===== src/pkg/dao_pkg.sv =====
// Shared constants, types and decode functions for the dual converter control
package dao_pkg;

    // ==================================================================
    // Widths
    localparam int SAMPLE_W = 14;
    localparam int CMD_W    = 32;
    localparam int CNT_W    = 6;
    localparam int PIN_W    = 14;

    // ==================================================================
    // Serial command lengths and bit counter limit
    localparam logic [CNT_W-1:0] CMD_SHORT_LEN = 6'h18;
    localparam logic [CNT_W-1:0] CMD_LONG_LEN  = 6'h20;
    localparam logic [CNT_W-1:0] CNT_MAX       = 6'h21;

    // ==================================================================
    // Positions of the pin inputs inside the synchroniser vector
    localparam int PIN_CLK_A  = 0;
    localparam int PIN_CLK_B  = 1;
    localparam int PIN_SHDN_A = 2;
    localparam int PIN_SHDN_B = 3;
    localparam int PIN_OEN_A  = 4;
    localparam int PIN_OEN_B  = 5;
    localparam int PIN_AMP_A  = 6;
    localparam int PIN_AMP_B  = 7;
    localparam int PIN_MODE0  = 8;
    localparam int PIN_MODE1  = 9;
    localparam int PIN_SWAP   = 10;
    localparam int PIN_SSEL   = 11;
    localparam int PIN_SCLK   = 12;
    localparam int PIN_SDATA  = 13;

    // ==================================================================
    // Values after reset
    // Serial select idles high; resetting it low would fake a select rise
    // and an error pulse straight after reset
    localparam logic [PIN_W-1:0]    PIN_RESET    = 14'h0800;
    localparam logic [SAMPLE_W-1:0] SAMPLE_RESET = 14'h0000;
    localparam logic [CMD_W-1:0]    CMD_RESET    = 32'h0000_0000;
    localparam logic [CNT_W-1:0]    CNT_RESET    = 6'h00;

    // ==================================================================
    // Four-level mode input, coded ground, third, two thirds, supply
    localparam logic [1:0] MODE_GND    = 2'h0;
    localparam logic [1:0] MODE_THIRD  = 2'h1;
    localparam logic [1:0] MODE_TWO3   = 2'h2;
    localparam logic [1:0] MODE_SUPPLY = 2'h3;

    // ==================================================================
    // State types
    typedef enum logic [3:0] {
        PWR_NORMAL = 4'h1,
        PWR_HIZ    = 4'h2,
        PWR_NAP    = 4'h4,
        PWR_SLEEP  = 4'h8
    } dao_power_type;

    typedef enum logic [1:0] {
        SER_IDLE  = 2'h1,
        SER_SHIFT = 2'h2
    } dao_serial_type;

    // ==================================================================
    // Decode functions
    function automatic dao_power_type dao_power_decode(input logic shdn,
                                                       input logic oen);
        dao_power_type r;
        r = PWR_NORMAL;
        case ({shdn, oen})
            2'h0:    r = PWR_NORMAL;
            2'h1:    r = PWR_HIZ;
            2'h2:    r = PWR_NAP;
            2'h3:    r = PWR_SLEEP;
            default: r = PWR_NORMAL;
        endcase
        return r;
    endfunction : dao_power_decode

    // Raw words are straight binary; two's complement flips the MSB
    function automatic logic [SAMPLE_W-1:0] dao_format(
        input logic [SAMPLE_W-1:0] w,
        input logic                twos);
        return twos ? {~w[SAMPLE_W-1], w[SAMPLE_W-2:0]} : w;
    endfunction : dao_format

endpackage : dao_pkg


===== src/design/dao_ctrl.sv =====
// Output, power-mode and serial command logic of the dual converter
`timescale 1ns/1ps
`default_nettype none

// Notes on behaviour
// - Sample each channel on its clock rise
// - Shutdown low, enable low: run and drive
// - Shutdown low, enable high: convert, bus off
// - Shutdown high, enable low: nap, bus off
// - Shutdown high, enable high: sleep, bus off
// - Amplifier powerdown high powers amplifier down
// - Mode level picks format and stabilizer
// - One mode setting serves both channels
// - Swap select high: A on A, B on B
// - Swap select low: buses exchanged
// - Select low: shift data on serial clock
// - Select rising: stop shifting, execute command
// - Accept 24 or 32 bit commands
// - Overrange high on either channel overflow
module dao_ctrl (
    // Clock and reset
    input  wire logic                          core_clk_in,
    input  wire logic                          rst_in,
    // Channel pins
    input  wire logic                          chan_a_sample_clock_in,
    input  wire logic                          chan_b_sample_clock_in,
    input  wire logic                          chan_a_converter_shutdown_in,
    input  wire logic                          chan_b_converter_shutdown_in,
    input  wire logic                          chan_a_output_enable_n_in,
    input  wire logic                          chan_b_output_enable_n_in,
    input  wire logic                          chan_a_amplifier_powerdown_in,
    input  wire logic                          chan_b_amplifier_powerdown_in,
    input  wire logic [1:0]                    mode_level_in,
    input  wire logic                          output_bus_swap_select_in,
    // Converter core results
    input  wire logic [dao_pkg::SAMPLE_W-1:0]  chan_a_result_in,
    input  wire logic [dao_pkg::SAMPLE_W-1:0]  chan_b_result_in,
    input  wire logic                          chan_a_overflow_in,
    input  wire logic                          chan_b_overflow_in,
    // Serial command port
    input  wire logic                          serial_select_load_in,
    input  wire logic                          serial_clock_in,
    input  wire logic                          serial_data_in,
    // Output buses
    output logic [dao_pkg::SAMPLE_W-1:0]       output_bus_a_out,
    output logic                               output_bus_a_oe_n_out,
    output logic [dao_pkg::SAMPLE_W-1:0]       output_bus_b_out,
    output logic                               output_bus_b_oe_n_out,
    output logic                               data_ready_clock_out,
    output logic                               overrange_flag_out,
    // Power and mode status
    output logic [3:0]                         chan_a_power_state_out,
    output logic [3:0]                         chan_b_power_state_out,
    output logic                               chan_a_amp_enable_out,
    output logic                               chan_b_amp_enable_out,
    output logic                               twos_complement_out,
    output logic                               stabilizer_on_out,
    // Auxiliary gain command
    output logic [dao_pkg::CMD_W-1:0]          dac_command_out,
    output logic                               dac_command_long_out,
    output logic                               dac_command_valid_out,
    output logic                               dac_command_error_out
);

    // ==================================================================
    // Pin synchroniser: three stages, a change counts once stages agree
    logic [dao_pkg::PIN_W-1:0] pin_raw;
    logic [dao_pkg::PIN_W-1:0] pin_s1;
    logic [dao_pkg::PIN_W-1:0] pin_s2;
    logic [dao_pkg::PIN_W-1:0] pin_s3;
    logic [dao_pkg::PIN_W-1:0] pin_agree;
    logic [dao_pkg::PIN_W-1:0] pin;
    logic [dao_pkg::PIN_W-1:0] pin_prev;
    logic [dao_pkg::PIN_W-1:0] pin_rise;

    assign pin_raw[dao_pkg::PIN_CLK_A]  = chan_a_sample_clock_in;
    assign pin_raw[dao_pkg::PIN_CLK_B]  = chan_b_sample_clock_in;
    assign pin_raw[dao_pkg::PIN_SHDN_A] = chan_a_converter_shutdown_in;
    assign pin_raw[dao_pkg::PIN_SHDN_B] = chan_b_converter_shutdown_in;
    assign pin_raw[dao_pkg::PIN_OEN_A]  = chan_a_output_enable_n_in;
    assign pin_raw[dao_pkg::PIN_OEN_B]  = chan_b_output_enable_n_in;
    assign pin_raw[dao_pkg::PIN_AMP_A]  = chan_a_amplifier_powerdown_in;
    assign pin_raw[dao_pkg::PIN_AMP_B]  = chan_b_amplifier_powerdown_in;
    assign pin_raw[dao_pkg::PIN_MODE0]  = mode_level_in[0];
    assign pin_raw[dao_pkg::PIN_MODE1]  = mode_level_in[1];
    assign pin_raw[dao_pkg::PIN_SWAP]   = output_bus_swap_select_in;
    assign pin_raw[dao_pkg::PIN_SSEL]   = serial_select_load_in;
    assign pin_raw[dao_pkg::PIN_SCLK]   = serial_clock_in;
    assign pin_raw[dao_pkg::PIN_SDATA]  = serial_data_in;

    assign pin_agree = ~(pin_s2 ^ pin_s3);
    assign pin_rise  = pin & ~pin_prev;

    always_ff @(posedge core_clk_in) begin
        if (rst_in) begin
            pin_s1   <= dao_pkg::PIN_RESET;
            pin_s2   <= dao_pkg::PIN_RESET;
            pin_s3   <= dao_pkg::PIN_RESET;
            pin      <= dao_pkg::PIN_RESET;
            pin_prev <= dao_pkg::PIN_RESET;
        end else begin
            pin_s1   <= pin_raw;
            pin_s2   <= pin_s1;
            pin_s3   <= pin_s2;
            pin      <= (pin_agree & pin_s3) | (~pin_agree & pin);
            pin_prev <= pin;
        end
    end

    // ==================================================================
    // Power modes and the shared format/stabilizer mode
    dao_pkg::dao_power_type pwr_a;
    dao_pkg::dao_power_type pwr_b;
    logic                   conv_a;
    logic                   conv_b;
    logic [1:0]             mode;

    assign mode   = {pin[dao_pkg::PIN_MODE1], pin[dao_pkg::PIN_MODE0]};
    // Nap and sleep both stop conversion; hi-z keeps converting
    assign conv_a = (pwr_a == dao_pkg::PWR_NORMAL) ||
                    (pwr_a == dao_pkg::PWR_HIZ);
    assign conv_b = (pwr_b == dao_pkg::PWR_NORMAL) ||
                    (pwr_b == dao_pkg::PWR_HIZ);

    always_ff @(posedge core_clk_in) begin
        if (rst_in) begin
            pwr_a <= dao_pkg::PWR_NORMAL;
            pwr_b <= dao_pkg::PWR_NORMAL;
        end else begin
            pwr_a <= dao_pkg::dao_power_decode(pin[dao_pkg::PIN_SHDN_A],
                                               pin[dao_pkg::PIN_OEN_A]);
            pwr_b <= dao_pkg::dao_power_decode(pin[dao_pkg::PIN_SHDN_B],
                                               pin[dao_pkg::PIN_OEN_B]);
        end
    end

    assign chan_a_power_state_out = pwr_a;
    assign chan_b_power_state_out = pwr_b;

    always_ff @(posedge core_clk_in) begin
        if (rst_in) begin
            chan_a_amp_enable_out <= 1'b0;
            chan_b_amp_enable_out <= 1'b0;
            twos_complement_out   <= 1'b0;
            stabilizer_on_out     <= 1'b0;
        end else begin
            chan_a_amp_enable_out <= ~pin[dao_pkg::PIN_AMP_A];
            chan_b_amp_enable_out <= ~pin[dao_pkg::PIN_AMP_B];
            // One setting for both channels, no per-channel copy
            twos_complement_out   <= mode[1];
            stabilizer_on_out     <= (mode == dao_pkg::MODE_THIRD) ||
                                     (mode == dao_pkg::MODE_TWO3);
        end
    end

    // ==================================================================
    // Sample capture on each channel's clock rise
    logic [dao_pkg::SAMPLE_W-1:0] raw_a;
    logic [dao_pkg::SAMPLE_W-1:0] raw_b;
    logic                         ovf_a;
    logic                         ovf_b;
    logic                         take_a;
    logic                         take_b;

    assign take_a = pin_rise[dao_pkg::PIN_CLK_A] && conv_a;
    assign take_b = pin_rise[dao_pkg::PIN_CLK_B] && conv_b;

    always_ff @(posedge core_clk_in) begin
        if (rst_in) begin
            raw_a <= dao_pkg::SAMPLE_RESET;
            ovf_a <= 1'b0;
        end else if (take_a) begin
            raw_a <= chan_a_result_in;
            ovf_a <= chan_a_overflow_in;
        end
    end

    always_ff @(posedge core_clk_in) begin
        if (rst_in) begin
            raw_b <= dao_pkg::SAMPLE_RESET;
            ovf_b <= 1'b0;
        end else if (take_b) begin
            raw_b <= chan_b_result_in;
            ovf_b <= chan_b_overflow_in;
        end
    end

    // ==================================================================
    // Output multiplexer; one select sample steers both buses at once
    // so no word can carry bits of both channels
    logic [dao_pkg::SAMPLE_W-1:0] fmt_a;
    logic [dao_pkg::SAMPLE_W-1:0] fmt_b;
    logic                         drive_a;
    logic                         drive_b;
    logic                         swap_sel;

    assign fmt_a    = dao_pkg::dao_format(raw_a, twos_complement_out);
    assign fmt_b    = dao_pkg::dao_format(raw_b, twos_complement_out);
    assign drive_a  = (pwr_a == dao_pkg::PWR_NORMAL);
    assign drive_b  = (pwr_b == dao_pkg::PWR_NORMAL);
    assign swap_sel = pin[dao_pkg::PIN_SWAP];

    always_ff @(posedge core_clk_in) begin
        if (rst_in) begin
            output_bus_a_out      <= dao_pkg::SAMPLE_RESET;
            output_bus_b_out      <= dao_pkg::SAMPLE_RESET;
            output_bus_a_oe_n_out <= 1'b1;
            output_bus_b_oe_n_out <= 1'b1;
        end else if (swap_sel) begin
            output_bus_a_out      <= fmt_a;
            output_bus_b_out      <= fmt_b;
            output_bus_a_oe_n_out <= ~drive_a;
            output_bus_b_oe_n_out <= ~drive_b;
        end else begin
            output_bus_a_out      <= fmt_b;
            output_bus_b_out      <= fmt_a;
            output_bus_a_oe_n_out <= ~drive_b;
            output_bus_b_oe_n_out <= ~drive_a;
        end
    end

    // Ready clock follows channel B; data settles before its fall
    always_ff @(posedge core_clk_in) begin
        if (rst_in) begin
            data_ready_clock_out <= 1'b0;
            overrange_flag_out   <= 1'b0;
        end else begin
            data_ready_clock_out <= pin_prev[dao_pkg::PIN_CLK_B];
            overrange_flag_out   <= ovf_a | ovf_b;
        end
    end

    // ==================================================================
    // Serial command shifter
    dao_pkg::dao_serial_type   ser_state;
    logic [dao_pkg::CMD_W-1:0] shreg;
    logic [dao_pkg::CNT_W-1:0] bit_cnt;
    logic                      sel_low;
    logic                      sel_rise;
    logic                      sclk_rise;

    assign sel_low   = ~pin[dao_pkg::PIN_SSEL];
    assign sel_rise  = pin_rise[dao_pkg::PIN_SSEL];
    assign sclk_rise = pin_rise[dao_pkg::PIN_SCLK];

    always_ff @(posedge core_clk_in) begin
        if (rst_in) begin
            ser_state <= dao_pkg::SER_IDLE;
            shreg     <= dao_pkg::CMD_RESET;
            bit_cnt   <= dao_pkg::CNT_RESET;
        end else begin
            case (ser_state)
                dao_pkg::SER_IDLE: begin
                    if (sel_low) begin
                        ser_state <= dao_pkg::SER_SHIFT;
                        bit_cnt   <= dao_pkg::CNT_RESET;
                    end
                end
                dao_pkg::SER_SHIFT: begin
                    if (sel_rise) begin
                        ser_state <= dao_pkg::SER_IDLE;
                    end else if (sel_low && sclk_rise) begin
                        shreg <= {shreg[dao_pkg::CMD_W-2:0],
                                  pin[dao_pkg::PIN_SDATA]};
                        if (bit_cnt != dao_pkg::CNT_MAX) begin
                            bit_cnt <= bit_cnt + 6'h01;
                        end
                    end
                end
                default: ser_state <= dao_pkg::SER_IDLE;
            endcase
        end
    end

    // Only exact 24 or 32 bit frames execute; others raise an error pulse
    always_ff @(posedge core_clk_in) begin
        if (rst_in) begin
            dac_command_out       <= dao_pkg::CMD_RESET;
            dac_command_long_out  <= 1'b0;
            dac_command_valid_out <= 1'b0;
            dac_command_error_out <= 1'b0;
        end else begin
            dac_command_valid_out <= 1'b0;
            dac_command_error_out <= 1'b0;
            if (ser_state == dao_pkg::SER_SHIFT && sel_rise) begin
                if (bit_cnt == dao_pkg::CMD_LONG_LEN) begin
                    dac_command_out       <= shreg;
                    dac_command_long_out  <= 1'b1;
                    dac_command_valid_out <= 1'b1;
                end else if (bit_cnt == dao_pkg::CMD_SHORT_LEN) begin
                    dac_command_out       <= {8'h00, shreg[23:0]};
                    dac_command_long_out  <= 1'b0;
                    dac_command_valid_out <= 1'b1;
                end else begin
                    dac_command_error_out <= 1'b1;
                end
            end
        end
    end
endmodule : dao_ctrl

`default_nettype wire


===== config.mk =====
export PLATFORM = sky130hd
export DESIGN_NAME = dao_ctrl
export DESIGN_NICKNAME = d
export VERILOG_FILES = /design/src/pkg/dao_pkg.sv /design/src/design/dao_ctrl.sv
export SDC_FILE = /design/constraint.sdc
export NUM_CORES = 1
export LEC_CHECK = 0
export ABC_AREA = 1
export ABC_CLOCK_PERIOD_IN_PS = 3400
export BUFFER_PORTS_ARGS = -buffer_cell sky130_fd_sc_hd__buf_4
export CORE_MARGIN = 4
export CORE_UTILIZATION = 59
export CTS_CLUSTER_SIZE = 12
export DETAILED_ROUTE_END_ITERATION = 8
export MAX_ROUTING_LAYER = met4
export PLACE_DENSITY = 0.84
export SETUP_SLACK_MARGIN = 0.5
export SYNTH_ARGS = -nofsm -noshare
export SYNTH_HDL_FRONTEND = slang
export SYNTH_SLANG_ARGS = --single-unit

===== constraint.sdc =====
create_clock -name core_clk_in -period 3.4 [get_ports core_clk_in]
set_input_delay 0.17 -clock core_clk_in [delete_from_list [all_inputs] [get_ports core_clk_in]]
set_output_delay 0.17 -clock core_clk_in [all_outputs]
set_load 0.01 [all_outputs]

==> metrics, run 1 <==
outcome=complete, no violations; CP required=3730 ps; HPWL after DPL=9150 microns; Gate power share=5.2%; Pre-antenna DRT Iters=6; unrepaired setup endpoints after global routing=false; Core ar.=0.0116 sq mm; starting density of the core=61.1%; Slew headroom=33.3%; crit path time final=2260 ps; Die ar.=0.0138 sq mm; register share of total power=53.6%; Placed Cells=1,098; Cell Pwr Density=519 mW/mm^2; area leader, netlist=dfxtp_1; net switching fraction of the power=20.9%; CTS clk-pin slew, worst paths=60 ps; final hold violations=0; TritonCTS clock tree=built; largest net degree at the start of global routing=110; warnings from Yosys=0; worst hold slack=394 ps; clk_lat worst skew=480 ps; period utilization=66.6%; Slew @ Worst Pin=1000 ps; Synth top area share=59.2%; post-route ant nets=0; class of the worst hold path=input pin to register; Routed WL=16,100 microns; RD Place Congestion=0.798; worst endpoint data arrival time=2600 ps; number of global-route vias before repair=5,681; flops & latches, synth=209; first-pass GRT wire length=26,600 microns; initial DRC count=463; Peak VDD IR=0.000415 V; Post-DP Area=0.00802 sq mm; design area=0.00902 sq mm; total number of vias=6,071; leakage power=4.02 nW; syn_area_per_cell=8.12 sq um; max-slew violations=0; maxcap violations=0; asr flop ratio synth=0%; Non-Filler Instances=1,169; Int Pwr=3.71 mW; fin nets=1,071; row cnt=39; Worst Path Max Fanout=34; Residual DRC=0; H-tree levels=1; switching power=0.978 mW; setup_tns=0 ps; Worst Skew=15.8 ps; Synth Flop Type=dfxtp_1; Critical Path Start Type=register; f_max=0.442 GHz; Post-synth EDFFs=0; Gate Count Post-Synth=870; CP endpoint kind=register; Syn-to-layout area delta=27.7%; total clock sinks=209; gr usage total=23.3%; Synthesized Nets=919; overall power=4.68 mW; register area share after synthesis=59.2%; wire per inst=13.8 microns; Clock Power Share=41.2%; Finish-stage setup viols=0; io pins=125; PortBufs=124; routed vias/inst=5.19; clock buffer depth=3; Die Span Y=117 microns; Die X=117 microns; clock tree root buffer cell=clkbuf_16; CP Class=register to register; mapped cell area=0.00707 sq mm; Yosys cell types=29; fraction of layout cells with a size suffix above 1=16.1%; Overflow after GRT=0; top cells by area, synth=dfxtp_1, nor2_1, o21ai_0; initial antenna violation count=1; Num CTS Buffers=21
[repair_timing]
item | in CTS | in global routing
resized for setup | 0 | 1
hold buffers | 44 | 0
buffers inserted | 0 | 0
hold endpoints to repair | 44 | 0
endpoints found under the setup margin | 0 | 1
[final cells by class]
| class | instances | area (sq um) |
|---|---|---|
| sequential | 209 | 4180 |
| fill | 810 | 2540 |
| multi-input combinational | 551 | 2450 |
| timing repair buffer | 173 | 1410 |
| clock buffer | 25 | 541 |
| inverter | 66 | 248 |
| tap | 143 | 179 |
| clock inverter | 1 | 5.00 |
| antenna | 1 | 2.50 |
[metrics by stage]
stage / utilization (%) / worst slack (ps)
detailed placement: 69.4 / 815
global placement: 69.4 / 854
finish: 78.0 / 1140
CTS: 77.9 / 778
global route: 78.0 / 914
floorplan: - / 1970
[cells in the mapped netlist (4+ instances only)]
library cell	number
nor2_1	256
dfxtp_1	209
o21ai_0	101
nand2_1	69
inv_1	63
a21oi_1	56
nand3_1	37
clkbuf_1	34
buf_4	5
nor3_1	5
buf_2	4
xor2_1	4
[cells in the final DEF, fill, tap and decap left out, drive strengths merged, types with 3 or more instances in the layout]
master	n
a211oi	3
a21oi	56
buf	129
clkbuf	25
dfxtp	209
dlygate4sd3	44
ha	3
inv	66
nand2	71
nand3	37
nor2	258
nor3	6
o21ai	102
or2	5
xor2	4
[kinds of logic after synthesis]
logic type               count (synthesis)  synth area share [%]
AO/OA/AOI/OAI                          162                  11.7
XOR/XNOR                                 5                 0.620
adder cells (fa/ha/maj)                  3                 0.531
buffers and inverters                  110                  6.18
flip-flops                             209                  59.2
AND/OR/NAND/NOR                        381                  21.8
[critical path, stage by stage (launching register included)]
cell     delay, ps
dfxtp_1        340
inv_1          110
ha_1           170
nand2_1         90
o21ai_4        510
nand2_2        550
a21oi_1        280
nor2_1          50
[metal layers]
layer | vias to the layer above | part of all wire (%) | global-route usage, %
met5 | - | 0 | -
met4 | 0 | 3.1 | 8.87
met3 | 39 | 5.4 | 3.80
met2 | 193 | 50 | 40.2
met1 | 2786 | 42 | 27.6
li1 | 3053 | - | -
[power by group through the flow]
stage	clock [mW]	sequential [mW]	combinational, mW
2_1_floorplan	0	2.56	0.118
3_3_place_gp	0	2.56	0.189
3_5_place_dp	0	2.56	0.194
4_1_cts	1.96	2.51	0.237
5_1_grt	2.07	2.51	0.270
6_report	1.93	2.51	0.243
[final timing paths]
kind	startpoint	to	slack [ps]	depth (start not counted)
worst max-delay path	bit_cnt[1]	dac_command_long_out	1140	7
worst min-delay path	rst_in	pin_prev[11]	390	4
worst max register to register	bit_cnt[1]	dac_command_long_out	1140	7
worst min register to register	pin_s1[9]	pin_s2[9]	400	2
[sequential cells by signal (all words and copies together) (netlist names), 2 cells and up, named ones only]
name                    count
bit_cnt                     6
chan_a_power_state_out      4
chan_b_power_state_out      4
dac_command_out            32
output_bus_a_out           14
output_bus_b_out           14
pin_prev                    5
pin_s1                     14
pin_s2                     14
pin_s3                     14
raw_a                      14
raw_b                      14
ser_state                   2
shreg                      32
(Power assumes the default switching activity.)
==> run 2, diff against run 1 <==
Settings changed: ABC_CLOCK_PERIOD_IN_PS 3400 to 2250, CORE_UTILIZATION 59 to 55, PLACE_DENSITY 0.84 to 0.79.
Clock period 3.4 ns to 2.25 ns, I/O delays scaled along.
==> run 2 against run 1 <==
Against the previous run: maximum frequency is 39% higher; sequential share of layout area down 0.67 points; via count fell by 0.81%; worst hold slack got worse by 360 ps; critical path depth decreased by 1; register-to-register slack worse by 510 ps; clock skew decreased by 7.7 ps; combinational power increased by 51%; sequential power increased by 51%; routed wire length decreased by 1.5%; final cell count grew 3.1%; critical endpoint is now shreg[10].
==> metrics, run 2 (synthesis results as in run 1) <==
Overflow after GRT=0; HP Start=rst_in; postcts setup bufs=0; gr usage total=21.5%; Routed WL=15,900 microns; WHS Endpoint=dac_command_out[14]; slowest stage delay, CP=410 ps; Pre-antenna DRT Iters=4; starting density of the core=56.0%; Placed Cells=1,133; leakage power=4.05 nW; initial DRC count=363; f_max=0.616 GHz; Core ar.=0.0126 sq mm; Slew @ Worst Pin=657 ps; Num CTS Buffers=21; RR Startpoint=ser_state[0]; CP dominant cell by count=nor2_1; number of global-route vias before repair=5,607; fraction of layout cells with a size suffix above 1=17.0%; Worst Path Max Fanout=16; largest net degree at the start of global routing=64; Non-Filler Instances=1,205; clock tree root buffer cell=clkbuf_16; Finish-stage setup viols=0; setup_tns=0 ps; CP required=2620 ps; first-pass GRT wire length=25,900 microns; Cell Pwr Density=783 mW/mm^2; met3 wire length=829 microns; top sig layer=met4; TritonCTS clock tree=built; H-tree levels=1; depth of the most critical reg-to-reg path=6; post-route ant nets=0; Die Span Y=121 microns; CP endpoint kind=register; Die ar.=0.0147 sq mm; crit path time final=1620 ps; CTS clk-pin slew, worst paths=60 ps; class of the worst hold path=input pin to register; RD Place Congestion=0.819; commonest non-fill, non-tap cell in the layout=nor2_1; worst endpoint data arrival time=1990 ps; CP Class=register to register; R2R Path End=shreg[10]; largest registers=dac_command_out x32, shreg x32; initial antenna violation count=0; commonest non-fill, non-tap cells in the layout=nor2_1, dfxtp_1, buf_4; row cnt=41; reg2reg setup slack=630 ps; total clock sinks=209; Crit-path slowest cell=clkinvlp_4; met1 WL=6800 microns; Worst Skew=8.04 ps; Critical Path Start Type=register; total number of vias=6,022; HPWL after DPL=9350 microns; maxcap violations=0; Die X=121 microns; WP buf/inv=2; Peak VDD IR=0.000680 V; wire per inst=13.2 microns; worst path cell trace=inv_1 -> nand2_1 -> nor2_2 -> clkinvlp_4 -> nor2_1 -> nor2_1; critical path's top delay family=simple AND/OR/NAND/NOR gates; clock buffer depth=3; DR WL met2=7960 microns; routed vias/inst=5.00; io pins=125; PortBufs=124; fin nets=1,078; Worst Hold Depth=2; Slew headroom=56.1%; max-slew violations=0; final hold violations=0; outcome=complete, no violations; period utilization=72.2%; Syn-to-layout area delta=29.5%; clk_lat worst skew=480 ps; ant diodes=0; Residual DRC=0; unrepaired setup endpoints after global routing=true
run 2: cell count changes in the layout (fill, tap and decap cells not counted), moves of 2 or more:
cell        before  now
buf_4          129  134
clkbuf_8         0    2
clkinvlp_4       0    3
inv_1           63   61
run 2: report_power, final:
part / switching (mW) / internal (mW) / leakage (nW)
combinational: 0.191 / 0.176 / 2.07
clock: 1.26 / 1.74 / 0.281
sequential: 0.0342 / 3.76 / 1.69
total: 1.49 / 5.67 / 4.05
run 2: final cells by class:
| class | instances | area, sq um |
|---|---|---|
| sequential | 209 | 4180 |
| fill | 984 | 3470 |
| multi-input combinational | 551 | 2460 |
| timing repair buffer | 179 | 1460 |
| clock buffer | 26 | 564 |
| inverter | 66 | 255 |
| tap | 172 | 215 |
| clock inverter | 1 | 8.76 |
| timing repair inverter | 1 | 7.51 |
run 2: repair_timing:
item | 4_1_cts | 5_1_grt
endpoints found under the hold margin | 44 | 0
pin swaps | 0 | 0
gates resized for setup | 1 | 5
cloned | 0 | 1
hold buffers | 44 | 0
endpoints found under the setup margin | 33 | 61
run 2: worst max path at each step:
stage	start	endpoint	slack (ps)	cells past startpoint
floorplan	bit_cnt[0]	dac_command_out[24]	820	8
global route	ser_state[0]	shreg[10]	480	6
global placement	bit_cnt[0]	dac_command_out[12]	560	7
CTS	register	shreg[25]	550	6
detailed placement	bit_cnt[0]	dac_command_out[3]	450	7
finish	ser_state[0]	shreg[10]	630	6
run 2: through the flow:
| stage | util (%) | total power [mW] | area (sq um) | setup WS (ps) | hold WS, ps |
|---|---|---|---|---|---|
| floorplan | - | 4.05 | 7070 | 823 | 216 |
| finish | 72.5 | 7.16 | 9150 | 626 | 29.8 |
| CTS | 72.3 | 7.21 | 9120 | 547 | 19.5 |
| detailed placement | 64.2 | 4.17 | 8110 | 453 | 299 |
| global placement | 64.2 | 4.16 | 8110 | 556 | 307 |
| global route | 72.5 | 7.41 | 9150 | 484 | 41.8 |
run 2: layer usage:
| layer | vias to the layer above | GRT usage, % |
|---|---|---|
| met5 | - | - |
| met4 | 0 | 5.32 |
| met3 | 29 | 3.36 |
| met2 | 169 | 37.2 |
| met1 | 2771 | 26.6 |
| li1 | 3053 | - |
==> run 3, diff against run 2 <==
Settings changed: ABC_CLOCK_PERIOD_IN_PS 2250 to 1400, CORE_UTILIZATION 55 to 49, PLACE_DENSITY 0.79 to 0.74.
Clock period 2.25 ns to 1.4 ns, I/O delays scaled along.
==> run 3 against run 2 <==
Against the previous run: the run now ends with negative setup slack left; die area up 11%; routed wire length up 52%; count of clock-buffer cells in the layout up 10; final cell count up 5.7%; critical endpoint is now dac_command_out[16]; largest cell class unchanged.
==> metrics, run 3 (synthesis results as in run 1) <==
outcome=finished with violations; failing checks=negative setup slack; total clock sinks=209; worst setup margin=-131 ps; Routed WL=24,200 microns; worst endpoint data arrival time=1950 ps; largest registers=dac_command_out x32, shreg x32; H-tree levels=1; class of the worst hold path=input pin to register; Slew headroom=56.8%; TritonCTS clock tree=built; Placed Cells=1,149; largest net degree at the start of global routing=71; number of global-route vias before repair=6,502; reg2reg setup slack=-130 ps; Worst Skew=12.8 ps; WHS Endpoint=dac_command_out[15]; initial antenna violation count=0; fillcell total=765; fraction of layout cells with a size suffix above 1=44.2%; Cell Pwr Density=1120 mW/mm^2; clock tree root buffer cell=clkbuf_16; gr usage total=23.6%; clock buffer depth=3; final hold violations=0; period utilization=109%; starting density of the core=50.5%; Peak VDD IR=0.000959 V; CP Class=register to register; commonest non-fill, non-tap cell in the layout=nor2_1; total number of vias=7,007; pre-CTS setup slack=-54.2 ps; Die Span Y=128 microns; first-pass GRT wire length=31,200 microns; Die X=128 microns; io pins=125; Critical Path Start Type=register; wire per inst=19.0 microns; commonest non-fill, non-tap cells in the layout=nor2_1, dfxtp_1, buf_6; routed vias/inst=5.50; CTS clk-pin slew, worst paths=60 ps; Non-Filler Instances=1,274; CP required=1810 ps; crit path time final=1530 ps; maxcap violations=0; row cnt=43; CP endpoint kind=register; max-slew violations=0; clk_lat worst skew=490 ps; HPWL after DPL=9560 microns; fin nets=1,131; ant diodes=0; Post-DP Area=0.00832 sq mm; depth of the most critical reg-to-reg path=7; Num CTS Buffers=22; f_max=0.653 GHz; HP Start=rst_in; initial DRC count=488; Core ar.=0.0140 sq mm; Overflow after GRT=0; PortBufs=124; post-route ant nets=0; Syn-to-layout area delta=60.1%; setup_tns=-1150 ps; Residual DRC=0; Die ar.=0.0164 sq mm; Worst Hold Depth=3; unrepaired setup endpoints after global routing=true; leakage power=4.68 nW; Pre-antenna DRT Iters=5; Slew @ Worst Pin=647 ps; RD Place Congestion=0.796; RR Startpoint=bit_cnt[5]; Finish-stage setup viols=28; R2R Path End=dac_command_out[16]; Worst Path Max Fanout=5; design area=0.0113 sq mm
run 3: layout make-up:
class	count	area [sq um]	area share, %
Tap cell	180	225	1.99
Clock buffer	36	684	6.05
Multi-Input combinational cell	555	3380	29.9
Timing Repair inverter	2	23.8	0.210
Sequential cell	209	4290	38.0
Timing Repair Buffer	226	2400	21.2
Inverter	66	305	2.70
run 3: metal layers:
metal	GRT usage (%)	part of all wire (%)	vias to the layer above	wire (microns)
met1	29.1	38	3353	9110
li1	-	-	3192	-
met4	9.74	4.8	0	1160
met3	3.83	7.2	98	1740
met2	38.6	50	364	12200
met5	-	0	-	0
run 3: where the power goes:
| part | leakage (nW) | internal [mW] | switching [mW] |
|---|---|---|---|
| combinational | 2.61 | 0.422 | 0.512 |
| sequential | 1.73 | 6.04 | 0.0662 |
| clock | 0.335 | 3.30 | 2.29 |
run 3: worst max-delay path by stage:
stage                from                    to  slack, ps
5_1_grt        bit_cnt[5]   dac_command_out[16]       -230
2_1_floorplan  bit_cnt[1]    dac_command_out[2]        100
3_3_place_gp   bit_cnt[0]  dac_command_long_out        -30
3_5_place_dp   bit_cnt[5]  dac_command_long_out        -50
6_report       bit_cnt[5]   dac_command_out[16]       -130
4_1_cts        bit_cnt[0]   dac_command_out[16]         50
run 3: metrics by stage:
step	utilization, %	power, mW	hold WS (ps)
detailed placement	59.4	6.81	260
floorplan	-	6.58	174
global route	80.9	13.0	68.1
finish	80.9	12.6	57.5
global placement	59.4	6.80	259
CTS	73.9	12.4	65.1
run 3: what timing repair did:
item,4_1_cts,5_1_grt
gates cloned,8,5
setup buffers,21,11
hold buffers,44,0
hold endpoints to repair,44,0
setup endpoints to repair,215,215
gates resized for setup,195,249
pin swaps,60,61
run 3: critical path, cell delays in order (launching register included):
cell       delay [ps]
dfxtp_2           340
nor2_1            220
nand2_4            80
o21ai_4           180
buf_12            160
clkbuf_16         150
nand3_1           110
a21oi_2           190
